File: config.mk
export PLATFORM = sky130hd
export DESIGN_NAME = pixel_output_bus_formatter
export DESIGN_NICKNAME = d
export VERILOG_FILES = /design/src/rtl/pixel_out_pkg.sv /design/src/rtl/pixel_output_bus_formatter.sv
export SDC_FILE = /design/constraint.sdc
export NUM_CORES = 1
export LEC_CHECK = 0
export ABC_AREA = 1
export BUFFER_PORTS_ARGS = -buffer_cell sky130_fd_sc_hd__buf_2
export CAP_MARGIN = 20
export CORE_MARGIN = 5
export CORE_UTILIZATION = 40
export DETAILED_ROUTE_END_ITERATION = 10
export SKIP_LAST_GASP = 1
export SYNTH_ARGS = -nofsm -noshare
export SYNTH_HDL_FRONTEND = slang
export SYNTH_SLANG_ARGS = --single-unit
File: constraint.sdc
create_clock -name CLK -period 4.9 [get_ports CLK]
set_clock_uncertainty 0.15 [all_clocks]
set_input_delay 0 -clock CLK [delete_from_list [all_inputs] [get_ports CLK]]
set_output_delay 0 -clock CLK [all_outputs]
set_load 0.05 [all_outputs]
File: src/rtl/pixel_out_pkg.sv
// Constants for the pixel output bus formatter.
// Assumes a single 25 MHz system clock and an upstream decoded-pixel stream.
// Operation
// - Blue on even bus bits 0 to 7
// - Green on even bus bits 8 to 15
// - Red on even bus bits 16 to 23
// - Two-pixel mode: even pixel on even bus
// - Two-pixel mode: odd pixel on odd bus
// - One-pixel mode: odd bus held low
// - Buses update with output data clock; stagger low moves the odd bus one CLK later
// - Select high two pixels, low one pixel
// - One-pixel mode sends even pixel first
// - Edge select picks rising or falling launch
// - Stagger low offsets even and odd buses
package pixel_out_pkg;
  localparam int BLUE_LSB  = 0;
  localparam int GREEN_LSB = 8;
  localparam int RED_LSB   = 16;
  localparam int LANE_W    = 8;
  localparam int PIX_W     = 24;
  localparam logic [PIX_W-1:0] PIX_ZERO = 24'h00_0000;
  localparam logic [1:0] CNT_ZERO = 2'h0;
  localparam logic [1:0] CNT_ONE  = 2'h1;
  localparam logic [1:0] CNT_FULL = 2'h2;
endpackage

File: src/rtl/pixel_output_bus_formatter.sv
// Pixel output bus formatter: two-entry skid buffer feeding even and odd buses.
// Assumes the pixel source is synchronous to CLK; mode pins are asynchronous straps.
`timescale 1ns/1ps
module pixel_output_bus_formatter
  import pixel_out_pkg::*;
(
  input  wire logic             CLK,
  input  wire logic             RESETN,
  input  wire logic             CE,
  input  wire logic [PIX_W-1:0] PIX_DATA,
  input  wire logic             PIX_LINE_START,
  input  wire logic             PIX_VALID,
  output logic                  PIX_READY,
  input  wire logic             PIXELS_PER_CLOCK_SELECT,
  input  wire logic             OUTPUT_EDGE_SELECT,
  input  wire logic             STAGGER_SELECT_N,
  output logic                  OUTPUT_DATA_CLOCK,
  output logic [PIX_W-1:0]      EVEN_PIXEL_BUS,
  output logic [PIX_W-1:0]      ODD_PIXEL_BUS,
  output logic                  OUT_VALID,
  input  wire logic             OUT_READY
);

  typedef struct packed {
    logic [1:0]       sel_s1;
    logic [1:0]       sel_s2;
    logic [1:0]       stg_s;
    logic [PIX_W-1:0] buf0;
    logic             sol0;
    logic [PIX_W-1:0] buf1;
    logic             sol1;
    logic [1:0]       cnt;
    logic             phase;
    logic             rclk;
    logic [PIX_W-1:0] even_q;
    logic [PIX_W-1:0] odd_q;
    logic [PIX_W-1:0] odd_hold;
    logic             vld_q;
  } state_t;

  state_t s_q;
  state_t s_d;
  logic   two_px;
  logic   stagger;
  logic   pop;
  logic   advance;

  // Keeps byte lanes explicit on the buses
  function automatic logic [PIX_W-1:0] lanes(input logic [PIX_W-1:0] p);
    logic [PIX_W-1:0] r;
    r = PIX_ZERO;
    r[BLUE_LSB  +: LANE_W] = p[BLUE_LSB  +: LANE_W];
    r[GREEN_LSB +: LANE_W] = p[GREEN_LSB +: LANE_W];
    r[RED_LSB   +: LANE_W] = p[RED_LSB   +: LANE_W];
    return r;
  endfunction

  // Output register may take a new word
  function automatic logic slot_free(input logic vld, input logic rdy);
    return !vld || rdy;
  endfunction

  assign two_px  = s_q.sel_s2[0];
  assign stagger = two_px & ~s_q.stg_s[1];
  assign advance = slot_free(s_q.vld_q, OUT_READY);
  // Full at two entries; an upstream stall then waits, nothing is lost
  assign PIX_READY = (s_q.cnt != CNT_FULL);

  always_comb begin
    s_d = s_q;
    s_d.sel_s1 = {OUTPUT_EDGE_SELECT, PIXELS_PER_CLOCK_SELECT};
    s_d.sel_s2 = s_q.sel_s1;
    s_d.stg_s  = {s_q.stg_s[0], STAGGER_SELECT_N};
    pop = 1'b0;
    // Two-pixel mode waits for a pair; line start realigns so pixel zero is even
    if (advance) begin
      if (two_px) begin
        if (s_q.cnt == CNT_FULL && !s_q.sol1) begin
          s_d.even_q = lanes(s_q.buf0);
          s_d.odd_hold = lanes(s_q.buf1);
          s_d.vld_q = 1'b1;
          pop = 1'b1;
        end else begin
          s_d.vld_q = 1'b0;
        end
      end else begin
        if (s_q.cnt != CNT_ZERO) begin
          s_d.even_q = lanes(s_q.buf0);
          s_d.odd_hold = PIX_ZERO;
          s_d.vld_q = 1'b1;
        end else begin
          s_d.vld_q = 1'b0;
        end
      end
    end
    // Stagger delays odd bus by one CLK to spread switching current
    if (!two_px) begin
      s_d.odd_q = PIX_ZERO;
    end else if (!stagger) begin
      s_d.odd_q = s_d.odd_hold;
    end else begin
      s_d.odd_q = s_q.odd_hold;
    end
    // One toggle per word; a pair counts as one word
    if (s_d.vld_q && advance) begin
      s_d.rclk = ~s_q.rclk;
    end
    s_d.phase = s_q.rclk;
    // Buffer bookkeeping: pop one or two, then push
    begin
      logic [1:0] n;
      n = s_q.cnt;
      if (advance && !two_px && s_q.cnt != CNT_ZERO) begin
        s_d.buf0 = s_q.buf1;
        s_d.sol0 = s_q.sol1;
        n = n - CNT_ONE;
      end else if (pop) begin
        n = CNT_ZERO;
      end else if (two_px && s_q.cnt == CNT_FULL && s_q.sol1) begin
        // Even pixel orphaned by a new line: drop it, restart the pair
        s_d.buf0 = s_q.buf1;
        s_d.sol0 = s_q.sol1;
        n = CNT_ONE;
      end
      if (PIX_VALID && PIX_READY) begin
        if (n == CNT_ZERO) begin
          s_d.buf0 = PIX_DATA;
          s_d.sol0 = PIX_LINE_START;
        end else begin
          s_d.buf1 = PIX_DATA;
          s_d.sol1 = PIX_LINE_START;
        end
        n = n + CNT_ONE;
      end
      s_d.cnt = n;
    end
  end

  always_ff @(posedge CLK or negedge RESETN) begin
    if (!RESETN) begin
      s_q <= '0;
    end else if (CE) begin
      s_q <= s_d;
    end
  end

  // edge select inverts the clock so data launches on the chosen edge
  assign OUTPUT_DATA_CLOCK = s_q.rclk ^ ~s_q.sel_s2[1];
  // Straps are synchronised twice, so mode changes lag the pins
  assign EVEN_PIXEL_BUS    = s_q.even_q;
  assign ODD_PIXEL_BUS     = s_q.odd_q;
  assign OUT_VALID         = s_q.vld_q;

endmodule // pixel_output_bus_formatter

# Word level (Yosys, flattened, before mapping)
# Index checks and enable logic that the tools add are counted.
[op_classes] add_sub_neg=2 eq_ne=3 muxes=23 n_bitwise=6 n_reduce_logical=17
[ops] operator="$mux 25" n=7
[ops] operator="$mux 24" n=7
[ops] operator="$mux 50" n=1
[ops] operator="$mux 2" n=4
[ops] operator="$logic_and 1x1->1" n=7
[ops] operator="$mux 1" n=4
[ops] operator="$not 1->1" n=4
[ops] operator="$reduce_and 4->1" n=1
[ops] operator="$reduce_bool 2->1" n=2
[ops] operator="$logic_not 1->1" n=3
[ops] operator="$reduce_and 3->1" n=1
[ops] operator="$add 2x1->2 const B" n=1
[ops] operator="$eq 2x2->1 const B" n=1
[ops] operator="$logic_not 2->1" n=1
[ops] operator="$ne 2x1->1 const B" n=1
[ops] operator="$ne 2x2->1 const B" n=1
[ops] operator="$reduce_and 2->1" n=1
[ops] operator="$sub 2x1->2 const B" n=1
[ops] operator="$and 1x1->1" n=1
[ops] operator="$logic_or 1x1->1" n=1
[ops] operator="$xor 1x1->1" n=1
[word_totals] ff_bits=132 in_bits=33 out_inout_bits=51 word_cells=64

# Logic depth before layout (Yosys ltp)
[depth] word_depth=10 ltp_mapped=16 ltp_nobuf=14

# Worst setup path before layout
# Ideal clock, no wire load.
[synth_path] path_type="register to register" from="register s_q, in the netlist OUT_VALID" to="register s_q[106] (netlist name)" setup_time_ns=0.133 t_arrival_ns=2.408 required_time_ns=4.617 slack_ns=2.209 path_stages_with_launch=15 path_buffers=3 period_less_slack_ns=2.691 cell_sequence="dfrtp_1 nand2_2 nand2_2 buf_6 buf_2 nand4_1 nand2_1 inv_1 ha_1 nand3_2 inv_1 clkbuf_1 nand2_1 nand2_1 a21oi_1"
[synth_between] elab_chain_cells=8 elab_cells_between_ends=12 cone_classes="mux (7); reduce/logical (5)"
[synth_rtl] item="from (decl)" line_no="pixel_output_bus_formatter.sv:41" text="state_t s_q;"
[synth_rtl] item="from (signal assigned)" line_no="pixel_output_bus_formatter.sv:141" text="s_q <= '0;"
[synth_rtl] item="from (signal assigned)" line_no="pixel_output_bus_formatter.sv:143" text="s_q <= s_d;"
[synth_rtl] item="$logic_not 1->1 (*)" line_no="pixel_output_bus_formatter.sv:60" text="return !vld || rdy;"
[synth_rtl] item="$logic_or 1x1->1 (*)" line_no="pixel_output_bus_formatter.sv:60"
[synth_rtl] item="$mux 1 or $logic_and 1x1->1 (tied branches)" line_no="pixel_output_bus_formatter.sv:76, pixel_output_bus_formatter.sv:113"
[synth_rtl] item="$mux 2 or $logic_and 1x1->1 (tied branches)" line_no="pixel_output_bus_formatter.sv:117, pixel_output_bus_formatter.sv:113"
[synth_rtl] item="$mux 2" line_no="pixel_output_bus_formatter.sv:113" text="if (advance && !two_px && s_q.cnt != CNT_ZERO) begin"
[synth_rtl] item="$logic_not 2->1" line_no="pixel_output_bus_formatter.sv:126" text="if (n == CNT_ZERO) begin"
[synth_rtl] item="$mux 25" line_no="pixel_output_bus_formatter.sv:126"
[synth_rtl] item="$mux 50 (*)" line_no="pixel_output_bus_formatter.sv:125" text="if (PIX_VALID && PIX_READY) begin"
# Mark *: on every way between the ends. The rest lies on a longest branch, timed or not.
# A chain may end at the register's enable or synchronous reset.

# Final worst setup path
[layout_path] from="register s_q[75] (netlist name)" to="register s_q[119] (netlist name)"
[layout_between] elab_chain_cells=10 elab_cells_between_ends=21 cone_classes="add/sub (1); eq/ne (2); mux (11); reduce/logical (7)"
[layout_rtl] item="$eq 2x2->1" line_no="pixel_output_bus_formatter.sv:78, pixel_output_bus_formatter.sv:119"
[layout_rtl] item="$logic_and 1x1->1" line_no="pixel_output_bus_formatter.sv:78" text="if (s_q.cnt == CNT_FULL && !s_q.sol1) begin"
[layout_rtl] item="$mux 1" line_no="pixel_output_bus_formatter.sv:78"
[layout_rtl] item="$mux 1" line_no="pixel_output_bus_formatter.sv:77" text="if (two_px) begin"
[layout_rtl] item="$mux 1" line_no="pixel_output_bus_formatter.sv:76" text="if (advance) begin"
[layout_rtl] item="$mux 2" line_no="pixel_output_bus_formatter.sv:117" text="end else if (pop) begin"
[layout_rtl] item="$mux 2" line_no="pixel_output_bus_formatter.sv:113"
[layout_rtl] item="$logic_not 2->1" line_no="pixel_output_bus_formatter.sv:126"
[layout_rtl] item="$mux 25" line_no="pixel_output_bus_formatter.sv:126"
[layout_rtl] item="$mux 50 (*)" line_no="pixel_output_bus_formatter.sv:125"
# Marked as above.

==> reports/qor.csv <==
stage,metric,value,unit
status,status,"complete, no violations",
detailed_routing,number of nets still failing antenna checks after routing,0,
timing,Final Cycle Share,0.738,
floorplan,Die Y,138,microns
placement,number of buffers added on ports,83,
floorplan,initial core utilization,0.411,
cts,Clock Pin Slew Worst Setup and Hold Paths,0.06,ns
setup_path,Crit Path Max Fanout,26,
power,Leakage,4.10,nW
synth,ys flop type,dfrtp_1,
setup_path,Register-to-Register Setup Slack,1.28,ns
synth,Commonest cells post-synth,"nand2_1, dfrtp_1, nand3_1, inv_1, buf_4",
timing,number of slew-limit violations in the final report,0,
global_route,largest net degree at the start of global routing,92,
synth,synthesized flop and latch total,131,
synth,Yosys Warn Count,0,
setup_path,Worst Setup Start Kind,register,
detailed_routing,Met1 Wirelength,7380,microns
detailed_routing,top routing layer in use,met4,
synth,Mapped Cells,834,
floorplan,Die Area,19000,sq um
detailed_routing,met3 WL,696,microns
timing,final setup violation count,0,
detailed_routing,Routed WL,15900,microns
placement,routability congestion estimate,0.804,
cts,Clk Tree Root Cell,clkbuf_16,
floorplan,Die X,138,microns
setup_path,crit-path max cell delay,0.61,ns
timing,hold slack,0.0219,ns
synth,cell area after synthesis,6550,sq um
timing,minimum clock period,3.62,ns
setup_path,crit-path cells,"inv_1, ha_1, nand2_1, nor2_4, nand2_4, nand4_1, nand2_1, inv_1, ha_1, nand3_2, buf_4, inv_1, nand2_1, nand2_1, a21oi_1",
timing,Peak Freq,0.276,GHz
cts,htree depth,4,
power,maximum VDD drop,0.357,mV
setup_path,Worst Path Required,5.02,ns
flow_run,# Max-Cap Violations,0,
global_route,remaining global-route overflow,0,
detailed_routing,initial DRC count,377,
detailed_routing,drt drc,0,
cts,post-CTS setup buffer count,0,
synth,post-synth cell types,23,
floorplan,num rows,46,
global_route,vias in the first global route,5236,
cts,CTS-repair resized insts,0,
synth,Mean Syn Cell Area,7.85,sq um
global_route,Total GRT Usage,0.178,
setup_path,crit path buf inv count,4,
layout,share of cells above drive strength 1,0.141,
synth,most instantiated library cell after synthesis,nand2_1,
detailed_routing,DRT Pass-1 Iters,5,
timing,Setup TNS,0,ns
global_route,first-pass GRT wire length,26400,microns
detailed_routing,routed wl met2,7560,microns
cts,worst skew pair latency,0.42,ns
setup_path,crit path kind,reg -> reg,
synth,Mapped Nets,870,
layout,FILL cells,1595,
timing,Slew HR,0.440,
synth,share of the yosys chip area belonging to registers,0.501,
timing,RSZ-0062 raised after global routing,no,
cts,Clock Path Buffers,2,
worst_hold_path,min-delay worst type,in -> reg,
detailed_routing,post-DR vias/cell,4.87,
power,PwrDens,627,nW/um^2
timing,setup slack after layout,1.28,ns
timing,Worst-Margin Slew,0.841,ns
synth,main area contributors after synthesis,"dfrtp_1, nand2_1, nand3_1, buf_4, inv_1",
setup_path,CP Capture Type,register,
floorplan,I/O pins,84,
floorplan,core footprint,15900,sq um
cts,Num Clock Sinks,131,
setup_path,Worst path most repeated cell,nand2_1,
synth,Yosys top cell area share,0.501,
synth,ys async rst share,1.00,
global_route,initial antenna violation count,0,
placement,"worst slack, placed",1.31,ns
detailed_routing,via count,5377,
timing,Fin. Hold Viols,0,
cts,CTS Buf Count,17,
synth,"area leader, netlist",dfrtp_1,
cts,CTS tree,built,
placement,Final HPWL DP,10100,microns
layout,# diodes,0,
layout,area grow syn2layout,16.0,%
setup_path,"CP delay by family, top",simple AND/OR/NAND/NOR gates,
setup_path,slowest CP cell,inv_1,
detailed_routing,per-cell routed wire length,14.4,microns
layout,Layout Nets,911,
synth,"EDFF count, synth",0,
setup_path,"Data arrival, critical path",3.74,ns
[layout by cell type (no fill, tap or decap), types with 17 or more instances in the layout]
cell type and n:
dfrtp_1 131, nor2_1 25, inv_1 78, a21oi_1 49, buf_2 82, dlygate4sd3_1 31, clkbuf_16 17, nand2_1 241
o21ai_0 46, nand3_1 127
[cell families (layout without fill, tap and decap cells)]
group / after synthesis / in the layout / synth area share
AND/OR/NAND/NOR: 404 / 404 / 0.265
buffers and inverters: 176 / 229 / 0.134
flip-flops: 131 / 131 / 0.501
AO/OA/AOI/OAI: 118 / 118 / 0.0916
adder cells (fa/ha/maj): 3 / 3 / 0.00574
XOR/XNOR: 2 / 2 / 0.00268
[power by group]
group	total, mW	internal, mW	switching [mW]
clock network	1.25	0.802	0.449
logic	1.79	0.498	1.30
registers	1.71	1.46	0.250
total	4.76	2.76	2.00
[routing by layer]
layer,global-route usage,vias to the layer above
met5,0,-
met4,0.0626,0
met3,0.0392,20
met2,0.278,110
met1,0.244,2541
li1,-,2706
[flip-flops by register name (all words and copies together), names as in the netlist]
| signal | flops |
|---|---|
| EVEN_PIXEL_BUS | 24 |
| ODD_PIXEL_BUS | 24 |
| s_d | 4 |
| s_q | 78 |
| OUT_VALID | 1 |
[timing repair]
item	4_1_cts	5_1_grt
setup endpoints to repair	0	0
hold buffers	31	0
hold endpoints to repair	145	0
[layout make-up]
type | instances | area (sq um) | area share
well taps | 216 | 270 | 0.0356
clock buffers | 28 | 547 | 0.0720
clock inverters | 3 | 40.0 | 0.00527
repair buffers | 120 | 777 | 0.102
flip-flops and latches | 131 | 3280 | 0.432
inverters | 78 | 293 | 0.0386
multi-input cells | 527 | 2390 | 0.314
[final timing paths]
path / start / endpoint / depth (start not counted)
setup / recovery: s_q[75] / s_q[119] / 15
hold / removal: CE / s_d[128] / 3
setup reg to reg: s_q[75] / s_q[119] / 15
hold reg to reg: EVEN_PIXEL_BUS[20] / EVEN_PIXEL_BUS[20] / 2
max in group asynchronous: RESETN / s_q[12] / 3
min in group asynchronous: RESETN / ODD_PIXEL_BUS[16] / 2
[metrics by stage]
stage | std cells | cell area, sq um | total power [mW] | utilization
detailed placement | 1041 | 6700 | 3.52 | 0.420
global placement | 1041 | 6700 | 3.50 | 0.420
finish | 1103 | 7590 | 4.76 | 0.476
global route | 1103 | 7590 | 5.12 | 0.476
floorplan | 834 | 6550 | 3.27 | -
CTS | 1103 | 7590 | 4.81 | 0.476
[worst reg2reg max path, cell delays in order (launching register included)]
cell and delay, ns:
dfrtp_1 0.37, inv_1 0.11, ha_1 0.23, nand2_1 0.11, nor2_4 0.44, nand2_4 0.33
nand4_1 0.16, nand2_1 0.09, inv_1 0.06, ha_1 0.18, nand3_2 0.08, buf_4 0.24
inv_1 0.61, nand2_1 0.12, nand2_1 0.12, a21oi_1 0.06
No activity file was read; power rests on OpenSTA's default activity.
